File: src/verilog/sram_ctl_pkg.sv
// Notes on behaviour
// - Write is active when global write is low, or byte enable plus any lane low.
// - With global, byte enable and every lane high, the cycle is a read.
// - Byte writes touch exactly the lanes held low; none low or enable high reads.
// - Data pins drive or float from the current cycle and the output enable.
// - Output enable reaches the data drivers combinationally, never sampled on a clock.
// - Processor strobe with chip selected starts a read unless sleep is requested, write inputs ignored.
// - Writes happen only with controller strobe, or on later edges of a cycle started by either strobe.
// - Output enable is masked during write cycles so data pins never drive.
// - In a read, pins float if enable high or deselected, all drive if low.
// - Controller strobe alone, chip selected, write inputs active: single-cycle write.
// - Processor-started write takes two cycles, using write inputs of second edge.
// - Two-bit wrapping burst counter from address bits 1:0, linear or interleaved.
// - Advance low without any strobe steps the burst address for reads and writes.
package sram_ctl_pkg;

  localparam int ADDR_W = 16;
  localparam int DATA_W = 32;
  localparam int LANES = 4;
  localparam int BURST_W = 2;
  localparam int FIFO_DEPTH = 16;
  localparam int COUNT_W = $clog2(FIFO_DEPTH) + 1;
  localparam int AXI_ADDR_W = 8;

  localparam logic [AXI_ADDR_W-1:0] REG_READ_DATA = 8'h00;
  localparam logic [AXI_ADDR_W-1:0] REG_STATUS = 8'h04;
  localparam logic [AXI_ADDR_W-1:0] REG_CTRL = 8'h08;
  localparam logic [AXI_ADDR_W-1:0] REG_WLOG_INFO = 8'h0C;
  localparam logic [AXI_ADDR_W-1:0] REG_WLOG_DATA = 8'h10;

  localparam logic [1:0] RESP_OKAY = 2'h0;
  localparam logic [1:0] RESP_SLVERR = 2'h2;

  localparam int ST_STATE_LSB = 0;
  localparam int ST_BURST_LSB = 2;
  localparam int ST_COUNT_LSB = 4;
  localparam int ST_OVF_BIT = 9;
  localparam int ST_SLEEP_BIT = 10;
  localparam int INFO_LANES_LSB = 16;
  localparam int INFO_VALID_BIT = 31;
  localparam int CTRL_CAPTURE_BIT = 0;

  localparam logic CTRL_CAPTURE_RESET = 1'h1;
  localparam logic [DATA_W-1:0] READ_DATA_RESET = 32'h0000_0000;
  localparam logic [LANES-1:0] ALL_LANES = 4'hF;
  localparam logic [LANES-1:0] NO_LANES = 4'h0;
  localparam logic [BURST_W-1:0] BURST_ZERO = 2'h0;
  localparam logic [BURST_W-1:0] BURST_STEP = 2'h1;

  typedef enum logic [1:0] {
    CYC_DESEL = 2'b00,
    CYC_READ = 2'b01,
    CYC_WRITE = 2'b10
  } cycle_t;

  typedef struct packed {
    logic processor_addr_strobe_n_n;
    logic controller_addr_strobe_n_n;
    logic adv_n;
    logic gw_n;
    logic bwe_n;
    logic [LANES-1:0] bw_n;
    logic ce1_n;
    logic ce2;
    logic ce3_n;
    logic zz;
    logic interleave;
    logic [ADDR_W-1:0] addr;
    logic [DATA_W-1:0] dq;
  } pin_t;

  typedef struct packed {
    logic [ADDR_W-1:0] addr;
    logic [LANES-1:0] lanes;
    logic [DATA_W-1:0] data;
  } wlog_t;

  localparam int WLOG_W = $bits(wlog_t);

endpackage

File: src/verilog/sram_wlog_fifo.sv
`timescale 1ns/1ps
module sram_wlog_fifo #(
  parameter int WIDTH = 8,
  parameter int DEPTH = 16
) (
  input wire logic clk,
  input wire logic rst_n,
  input wire logic in_valid,
  output logic in_ready,
  input wire logic [WIDTH-1:0] in_data,
  output logic out_valid,
  input wire logic out_ready,
  output logic [WIDTH-1:0] out_data,
  output logic [$clog2(DEPTH):0] count
);
  // Depth must be a power of two so the pointers wrap for free
  localparam int PW = $clog2(DEPTH);
  localparam logic [PW:0] DEPTH_CNT = DEPTH[PW:0];

  typedef struct packed {
    logic [DEPTH-1:0][WIDTH-1:0] mem;
    logic [PW:0] wptr;
    logic [PW:0] rptr;
  } fifo_state_t;

  fifo_state_t st_reg;
  fifo_state_t st_next;

  assign count = st_reg.wptr - st_reg.rptr;
  assign in_ready = (count != DEPTH_CNT);
  assign out_valid = (count != '0);
  assign out_data = st_reg.mem[st_reg.rptr[PW-1:0]];

  always_comb begin
    st_next = st_reg;
    if (in_valid && in_ready) begin
      st_next.mem[st_reg.wptr[PW-1:0]] = in_data;
      st_next.wptr = st_reg.wptr + 1'b1;
    end
    if (out_valid && out_ready) begin
      st_next.rptr = st_reg.rptr + 1'b1;
    end
  end

  always_ff @(posedge clk or negedge rst_n) begin
    if (!rst_n) begin
      st_reg <= '0;
    end else begin
      st_reg <= st_next;
    end
  end

endmodule

File: src/verilog/sram_cycle_ctl.sv
// Design decisions made here: the AXI4-Lite interface to the registers and the register offsets.
`timescale 1ns/1ps
module sram_cycle_ctl (
  input wire logic CLK_SYS,
  input wire logic RSTN,
  input wire logic [sram_ctl_pkg::ADDR_W-1:0] ADDR_IN,
  input wire logic PROCESSOR_ADDR_STROBE_N,
  input wire logic CONTROLLER_ADDR_STROBE_N,
  input wire logic BURST_ADVANCE_N,
  input wire logic GLOBAL_WRITE_N,
  input wire logic BYTE_WRITE_ENABLE_N,
  input wire logic [sram_ctl_pkg::LANES-1:0] BYTE_LANE_WRITE_N,
  input wire logic CHIP_SELECT_PRIMARY_N,
  input wire logic DEPTH_SELECT_HIGH,
  input wire logic DEPTH_SELECT_LOW_N,
  input wire logic SLEEP_REQUEST,
  input wire logic BURST_INTERLEAVE,
  input wire logic OUTPUT_DRIVE_ENABLE_N,
  input wire logic [sram_ctl_pkg::DATA_W-1:0] DATA_IO_IN,
  output logic [sram_ctl_pkg::DATA_W-1:0] DATA_IO_OUT,
  output logic DATA_IO_OE_N,
  output logic WRITE_READY,
  input wire logic [sram_ctl_pkg::AXI_ADDR_W-1:0] AWADDR,
  input wire logic [2:0] AWPROT,
  input wire logic AWVALID,
  output logic AWREADY,
  input wire logic [31:0] WDATA,
  input wire logic [3:0] WSTRB,
  input wire logic WVALID,
  output logic WREADY,
  output logic [1:0] BRESP,
  output logic BVALID,
  input wire logic BREADY,
  input wire logic [sram_ctl_pkg::AXI_ADDR_W-1:0] ARADDR,
  input wire logic [2:0] ARPROT,
  input wire logic ARVALID,
  output logic ARREADY,
  output logic [31:0] RDATA,
  output logic [1:0] RRESP,
  output logic RVALID,
  input wire logic RREADY
);

  typedef struct packed {
    sram_ctl_pkg::pin_t s1;
    sram_ctl_pkg::pin_t s2;
    sram_ctl_pkg::cycle_t state;
    logic [sram_ctl_pkg::ADDR_W-1:0] base;
    logic [sram_ctl_pkg::BURST_W-1:0] cnt;
    logic [sram_ctl_pkg::DATA_W-1:0] read_data;
    logic capture_en;
    logic overflow;
    logic aw_have;
    logic [sram_ctl_pkg::AXI_ADDR_W-1:0] awaddr;
    logic w_have;
    logic [31:0] wdata;
    logic [3:0] wstrb;
    logic bvalid;
    logic [1:0] bresp;
    logic rvalid;
    logic [1:0] rresp;
    logic [31:0] rdata;
  } ctl_state_t;

  ctl_state_t st_reg;
  ctl_state_t st_next;

  function automatic logic write_cond(input sram_ctl_pkg::pin_t p);
    write_cond = !p.gw_n || (!p.bwe_n && (p.bw_n != sram_ctl_pkg::ALL_LANES));
  endfunction

  function automatic logic [sram_ctl_pkg::LANES-1:0] write_lanes(input sram_ctl_pkg::pin_t p);
    if (!p.gw_n) begin
      write_lanes = sram_ctl_pkg::ALL_LANES;
    end else if (!p.bwe_n) begin
      write_lanes = ~p.bw_n;
    end else begin
      write_lanes = sram_ctl_pkg::NO_LANES;
    end
  endfunction

  function automatic logic [sram_ctl_pkg::BURST_W-1:0] burst_addr(
    input logic [sram_ctl_pkg::BURST_W-1:0] start,
    input logic [sram_ctl_pkg::BURST_W-1:0] cnt,
    input logic interleave
  );
    burst_addr = interleave ? (start ^ cnt) : (start + cnt);
  endfunction

  function automatic logic [31:0] merge_bytes(input logic [31:0] old, input logic [31:0] data,
                                              input logic [3:0] strb);
    logic [31:0] res;
    res = old;
    for (int i = 0; i < 4; i++) begin
      if (strb[i]) begin
        res[i*8 +: 8] = data[i*8 +: 8];
      end
    end
    merge_bytes = res;
  endfunction

  sram_ctl_pkg::pin_t pins_raw;
  sram_ctl_pkg::pin_t p;
  logic sel;
  logic start_p;
  logic start_c;
  logic wr;
  logic push;
  logic pop;
  logic fifo_in_ready;
  logic fifo_out_valid;
  sram_ctl_pkg::wlog_t push_entry;
  sram_ctl_pkg::wlog_t head;
  logic [sram_ctl_pkg::WLOG_W-1:0] head_bits;
  logic [sram_ctl_pkg::COUNT_W-1:0] fifo_count;
  logic [31:0] status_word;
  logic [31:0] info_word;
  logic do_write;
  logic ar_take;

  assign pins_raw = '{processor_addr_strobe_n_n: PROCESSOR_ADDR_STROBE_N, controller_addr_strobe_n_n: CONTROLLER_ADDR_STROBE_N,
                      adv_n: BURST_ADVANCE_N, gw_n: GLOBAL_WRITE_N, bwe_n: BYTE_WRITE_ENABLE_N,
                      bw_n: BYTE_LANE_WRITE_N, ce1_n: CHIP_SELECT_PRIMARY_N, ce2: DEPTH_SELECT_HIGH,
                      ce3_n: DEPTH_SELECT_LOW_N, zz: SLEEP_REQUEST, interleave: BURST_INTERLEAVE,
                      addr: ADDR_IN, dq: DATA_IO_IN};

  // Every pin decision except the output enable reads the second synchroniser stage only
  assign p = st_reg.s2;
  assign sel = !p.ce1_n && p.ce2 && !p.ce3_n;
  assign start_p = !p.processor_addr_strobe_n_n;
  assign start_c = p.processor_addr_strobe_n_n && !p.controller_addr_strobe_n_n;
  assign wr = write_cond(p);
  assign head = sram_ctl_pkg::wlog_t'(head_bits);

  // Output enable stays off the clock so the turnaround follows the pin at once
  assign DATA_IO_OE_N = !((st_reg.state == sram_ctl_pkg::CYC_READ) && !OUTPUT_DRIVE_ENABLE_N);
  assign DATA_IO_OUT = st_reg.read_data;

  assign AWREADY = !st_reg.aw_have;
  assign WREADY = !st_reg.w_have;
  assign BVALID = st_reg.bvalid;
  assign BRESP = st_reg.bresp;
  assign ARREADY = !st_reg.rvalid;
  assign RVALID = st_reg.rvalid;
  assign RRESP = st_reg.rresp;
  assign RDATA = st_reg.rdata;
  assign do_write = st_reg.aw_have && st_reg.w_have && !st_reg.bvalid;
  assign ar_take = ARVALID && !st_reg.rvalid;
  assign pop = ar_take && (ARADDR == sram_ctl_pkg::REG_WLOG_DATA) && fifo_out_valid;

  always_comb begin
    status_word = '0;
    status_word[sram_ctl_pkg::ST_STATE_LSB +: 2] = st_reg.state;
    status_word[sram_ctl_pkg::ST_BURST_LSB +: sram_ctl_pkg::BURST_W] =
      burst_addr(st_reg.base[sram_ctl_pkg::BURST_W-1:0], st_reg.cnt, p.interleave);
    status_word[sram_ctl_pkg::ST_COUNT_LSB +: sram_ctl_pkg::COUNT_W] = fifo_count;
    status_word[sram_ctl_pkg::ST_OVF_BIT] = st_reg.overflow;
    status_word[sram_ctl_pkg::ST_SLEEP_BIT] = p.zz;
    info_word = '0;
    info_word[sram_ctl_pkg::ADDR_W-1:0] = head.addr;
    info_word[sram_ctl_pkg::INFO_LANES_LSB +: sram_ctl_pkg::LANES] = head.lanes;
    info_word[sram_ctl_pkg::INFO_VALID_BIT] = fifo_out_valid;
  end

  always_comb begin
    st_next = st_reg;
    st_next.s1 = pins_raw;
    st_next.s2 = st_reg.s1;
    push = 1'b0;
    if (p.zz) begin
      st_next.state = sram_ctl_pkg::CYC_DESEL;
    end else if ((start_p || start_c) && !sel) begin
      st_next.state = sram_ctl_pkg::CYC_DESEL;
    end else if (start_p) begin
      // Write inputs and advance are ignored on this edge
      st_next.state = sram_ctl_pkg::CYC_READ;
      st_next.base = p.addr;
      st_next.cnt = sram_ctl_pkg::BURST_ZERO;
    end else if (start_c) begin
      st_next.base = p.addr;
      st_next.cnt = sram_ctl_pkg::BURST_ZERO;
      st_next.state = wr ? sram_ctl_pkg::CYC_WRITE : sram_ctl_pkg::CYC_READ;
      push = wr;
    end else if (st_reg.state != sram_ctl_pkg::CYC_DESEL) begin
      if (!p.adv_n) begin
        st_next.cnt = st_reg.cnt + sram_ctl_pkg::BURST_STEP;
      end
      // Advance high leaves the counter where it was: suspend
      st_next.state = wr ? sram_ctl_pkg::CYC_WRITE : sram_ctl_pkg::CYC_READ;
      push = wr;
    end
    push_entry.addr = {st_next.base[sram_ctl_pkg::ADDR_W-1:sram_ctl_pkg::BURST_W],
                       burst_addr(st_next.base[sram_ctl_pkg::BURST_W-1:0], st_next.cnt, p.interleave)};
    push_entry.lanes = write_lanes(p);
    push_entry.data = p.dq;
    if (push && st_reg.capture_en && !fifo_in_ready) begin
      st_next.overflow = 1'b1;
    end

    if (AWVALID && !st_reg.aw_have) begin
      st_next.aw_have = 1'b1;
      st_next.awaddr = AWADDR;
    end
    if (WVALID && !st_reg.w_have) begin
      st_next.w_have = 1'b1;
      st_next.wdata = WDATA;
      st_next.wstrb = WSTRB;
    end
    if (do_write) begin
      st_next.aw_have = 1'b0;
      st_next.w_have = 1'b0;
      st_next.bvalid = 1'b1;
      st_next.bresp = sram_ctl_pkg::RESP_OKAY;
      unique case (st_reg.awaddr)
        sram_ctl_pkg::REG_READ_DATA: begin
          st_next.read_data = merge_bytes(st_reg.read_data, st_reg.wdata, st_reg.wstrb);
        end
        sram_ctl_pkg::REG_CTRL: begin
          if (st_reg.wstrb[0]) begin
            st_next.capture_en = st_reg.wdata[sram_ctl_pkg::CTRL_CAPTURE_BIT];
          end
        end
        sram_ctl_pkg::REG_STATUS: begin
          // A new overflow in the same cycle outlives the clear
          if (st_reg.wstrb[1] && st_reg.wdata[sram_ctl_pkg::ST_OVF_BIT] &&
              !(push && st_reg.capture_en && !fifo_in_ready)) begin
            st_next.overflow = 1'b0;
          end
        end
        sram_ctl_pkg::REG_WLOG_INFO, sram_ctl_pkg::REG_WLOG_DATA: begin
        end
        default: begin
          st_next.bresp = sram_ctl_pkg::RESP_SLVERR;
        end
      endcase
    end
    if (st_reg.bvalid && BREADY) begin
      st_next.bvalid = 1'b0;
    end
    if (st_reg.rvalid && RREADY) begin
      st_next.rvalid = 1'b0;
    end
    if (ar_take) begin
      st_next.rvalid = 1'b1;
      st_next.rresp = sram_ctl_pkg::RESP_OKAY;
      unique case (ARADDR)
        sram_ctl_pkg::REG_READ_DATA: st_next.rdata = st_reg.read_data;
        sram_ctl_pkg::REG_STATUS: st_next.rdata = status_word;
        sram_ctl_pkg::REG_CTRL: st_next.rdata = {31'h0000_0000, st_reg.capture_en};
        sram_ctl_pkg::REG_WLOG_INFO: st_next.rdata = info_word;
        sram_ctl_pkg::REG_WLOG_DATA: st_next.rdata = fifo_out_valid ? head.data : 32'h0000_0000;
        default: begin
          st_next.rdata = 32'h0000_0000;
          st_next.rresp = sram_ctl_pkg::RESP_SLVERR;
        end
      endcase
    end
  end

  always_ff @(posedge CLK_SYS or negedge RSTN) begin
    if (!RSTN) begin
      st_reg <= '0;
      st_reg.state <= sram_ctl_pkg::CYC_DESEL;
      st_reg.read_data <= sram_ctl_pkg::READ_DATA_RESET;
      st_reg.capture_en <= sram_ctl_pkg::CTRL_CAPTURE_RESET;
    end else begin
      st_reg <= st_next;
    end
  end

  // Writes cannot stall the memory bus; a full log raises the overflow flag instead
  assign WRITE_READY = fifo_in_ready;

  sram_wlog_fifo #(
    .WIDTH(sram_ctl_pkg::WLOG_W),
    .DEPTH(sram_ctl_pkg::FIFO_DEPTH)
  ) u_wlog (
    .clk(CLK_SYS),
    .rst_n(RSTN),
    .in_valid(push && st_reg.capture_en),
    .in_ready(fifo_in_ready),
    .in_data(push_entry),
    .out_valid(fifo_out_valid),
    .out_ready(pop),
    .out_data(head_bits),
    .count(fifo_count)
  );
endmodule

File: config.mk
export PLATFORM = sky130hd
export DESIGN_NAME = sram_cycle_ctl
export DESIGN_NICKNAME = d
export VERILOG_FILES = /design/src/verilog/sram_ctl_pkg.sv /design/src/verilog/sram_wlog_fifo.sv /design/src/verilog/sram_cycle_ctl.sv
export SDC_FILE = /design/constraint.sdc
export NUM_CORES = 2
export LEC_CHECK = 0
export BUFFER_PORTS_ARGS = -buffer_cell sky130_fd_sc_hd__buf_4
export CORE_MARGIN = 4
export CORE_UTILIZATION = 49
export CTS_CLUSTER_SIZE = 24
export DETAILED_ROUTE_END_ITERATION = 6
export GPL_TIMING_DRIVEN = 0
export PLACE_DENSITY = 0.71
export SYNTH_ARGS = -nofsm -noshare
export SYNTH_HDL_FRONTEND = slang
export SYNTH_SLANG_ARGS = --single-unit
export TNS_END_PERCENT = 1
File: constraint.sdc
create_clock -name CLK_SYS -period 3.6 [get_ports CLK_SYS]
set_input_delay 0.54 -clock CLK_SYS [delete_from_list [all_inputs] [get_ports CLK_SYS]]
set_output_delay 0.54 -clock CLK_SYS [all_outputs]
set_load 0.005 [all_outputs]
==> results.md <==
* WP data arrival at 4070 ps
* Clk network pwr share at 44.6%
* Largest net degree at the start of global routing at 175
* Slew HR at 3.301%
* Total congestion overflow at 0
* Critical path buffers and inverters at 6
* Vias in the first global route at 30215
* Avg WL per Cell at 28.29 um
* CTS Buffer Depth at 3
* Logic gate share of total power at 6.7%
* Final hold violation count at 0
* Area leader, netlist: dfrtp_1
* RSZ-0062 raised after global routing: yes
* P_int at 20.87 mW
* TritonCTS buffer count at 114
* Die Footprint at 101900 sq um
* Clk Latency, worst-skew pair at 690 ps
* First-pass GRT wire length at 204100 um
* Critical path startpoint category: flip-flop
* Port bufs at 193
* Initial Util at 49.67%
* Worst-path cell chain: clkbuf_16 > buf_4 > buf_12 > clkbuf_1 > clkbuf_2 > clkbuf_2 > nand2_1 > nand2_1 > o211ai_1 > a32oi_1
* Final period utilization at 99.20%
* Sink Count at 1102
* WS Path Type: flip-flop to flip-flop
* Clock skew at 25.93 ps
* Count of final setup violators at 0
* Status: completed
* Post-Syn Area per Cell at 15.23 sq um
* Pwr/cell area at 481.8 nW/um^2
* Min Tclk post-route at 3571 ps
* Die Height at 319.3 um
* H-tree depth at 3
* Post-synthesis register bit count at 1102
* Static Leak at 27.19 nW
* Area of the core at 95580 sq um
* YS warnings at 0
* Worst Max-Slew Pin Slew at 1450 ps
* Post-synth top area share at 58.03%
* Initial drt markers at 2547
* Nets at 3672
* TritonCTS clock tree: built
* Crit-path max FO at 10
* # rows at 113
* Total GRT Usage at 27.09%
* CTS clock-pin slew for the worst setup and hold paths at 60 ps
* Critical-path top delay cell: o211ai_1
* Psw at 6.276 mW
* Routed Antenna Nets at 0
* GPL Wtd Cong at 0.8570
* Area grow syn2layout at 18.66%
* Share of layout cells above drive strength 1 at 49.28%
* Post-synth EDFFs at 0
* DR vias at 29231
* DRC Markers at 0
* Count of unique library cells instantiated by Yosys at 66
* Critical path's top delay family: buffers and inverters
* Critical Path RT at 4100 ps
* Peak supply drop at 0.0003484 V
* Sw Share at 23.12%
* Ys async rst share at 100.0%
* Drt pass-1 iters at 5
* Peak Freq at 280.0 MHz
* Hold Path Class: input port to flip-flop
* Post-synth top flop: dfrtp_1
* Post-Syn Instances at 3118
* Number of max-cap violations at 0
* Ranking of synthesized cells by area: dfrtp_1 58%, mux2_2 22%, mux4_2 9.3%
* Max-slew violations at 0
* Antenna violations before repair at 0
* Top-level I/O count at 203
* CP Capture Type: flip-flop
* Pre-CTS setup slack at -2707 ps
* Post-layout util at 58.94%
* # diodes at 0
* Slack of the critical path at 28.78 ps
* Die W at 319.3 um
* Dpl hpwl at 89820 um
* Mapped cell area at 47480 sq um
* Fillers at 7366
* Sequential Power Share at 48.7%
* Root Buffer: clkbuf_16
* Post-Route WL at 138200 um
* Vias per cell at 5.981
* Seq/Total Area, Yosys at 58.09%
* Crit path largest cell delay at 890 ps
* Max reg flops at 842
-- power by group through the flow --
stage	sequential, mW	combinational, mW	clock [mW]
4_1_cts	13.2	1.84	12.3
6_report	13.2	1.83	12.1
5_1_grt	13.3	2.00	12.8
3_3_place_gp	13.4	1.70	0
3_5_place_dp	13.4	1.77	0
2_1_floorplan	13.3	0.943	0
-- cells in the final DEF, fill, tap and decap left out, types with 33 or more instances in the layout --
cell type / instances
dfrtp_1: 1101
mux2_2: 929
buf_4: 329
nand2_1: 221
mux4_2: 195
clkbuf_16: 117
clkbuf_1: 104
dlygate4sd3_1: 65
mux2i_1: 41
buf_6: 36
o21ai_0: 36
a21oi_1: 35
buf_2: 33
-- metrics by stage --
step	hold WS, ps	TNS, ps	std cells	power (mW)	area, sq um
final	62.62	0	4887	27.14	56330
after global routing	44.02	-36.10	4887	28.05	56330
after detailed placement	334.7	-2047730	4584	15.20	50720
after floorplan	244.4	0	3119	14.23	47480
after global placement	331.5	-	4577	15.12	50510
after CTS	23.84	-7129	4876	27.31	56190
-- timing repair --
item,4_1_cts,5_1_grt
resized for setup,230,25
pin swaps,8,7
setup endpoints to repair,876,820
cloned,1,0
hold buffers,65,0
endpoints found under the hold margin,119,0
buffers inserted,24,12
-- kinds of logic (layout without fill, tap and decap cells) --
group                    count (synthesis)  count (layout)  synth area share [%]
AO/OA/AOI/OAI                          186             186                 2.741
XOR/XNOR                                17              17                0.3294
adder cells (fa/ha/maj)                 12              12                0.3321
buffers and inverters                  316             819                 3.400
flip-flops                            1102            1102                 58.09
multiplexers                          1166            1166                 32.18
other                                    1               2              0.007899
AND/OR/NAND/NOR                        318             318                 2.923
-- area by class of cell --
type | count | area (sq um) | share of cell area, %
clock buffers | 170 | 3374 | 5.990
repair buffers | 302 | 2631 | 4.671
flip-flops and latches | 1102 | 27580 | 48.95
multi-input cells | 1701 | 18430 | 32.72
clock inverters | 36 | 465.4 | 0.8262
well taps | 1265 | 1583 | 2.810
plain buffers | 299 | 2216 | 3.933
inverters | 12 | 53.80 | 0.09550
-- routing by layer --
layer / track usage, % / vias to the layer above / share of wire, %
li1: - / 12135 / -
met1: 36.64 / 15649 / 41
met2: 41.91 / 1116 / 46
met3: 6.906 / 331 / 8.3
met4: 11.75 / 0 / 5.1
met5: 0 / - / 0
-- synthesized netlist by cell type, types with 5 or more instances --
cell and n:
a32oi_1 13, nand4_1 8, a222oi_1 7, and3_1 8, dfrtp_1 1101, a22oi_1 20, nor2_1 24, nand2_1 221
inv_1 10, o211ai_1 14, a21oi_1 36, buf_1 20, buf_4 70, buf_2 120, ha_1 11, nor2b_1 9
mux2_2 929, a221oi_1 14, o21ai_0 36, nand3_1 26, mux4_2 195, clkbuf_1 92, xnor2_1 14, o22a_1 13
nand3_2 5, mux2i_1 41
-- final timing paths --
check,depth (start not counted),end,startpoint,slack [ps]
min in group asynchronous,2,p[38],RSTN,400
max reg2reg,10,RDATA[18],u_wlog.st_reg[1],30
min reg2reg,0,p[3],st_next[141],340
max,10,RDATA[18],u_wlog.st_reg[1],30
max in group asynchronous,5,BRESP[1],RSTN,790
min,2,st_reg[83],AWVALID,60
No activity file was read; power rests on OpenSTA's default activity.
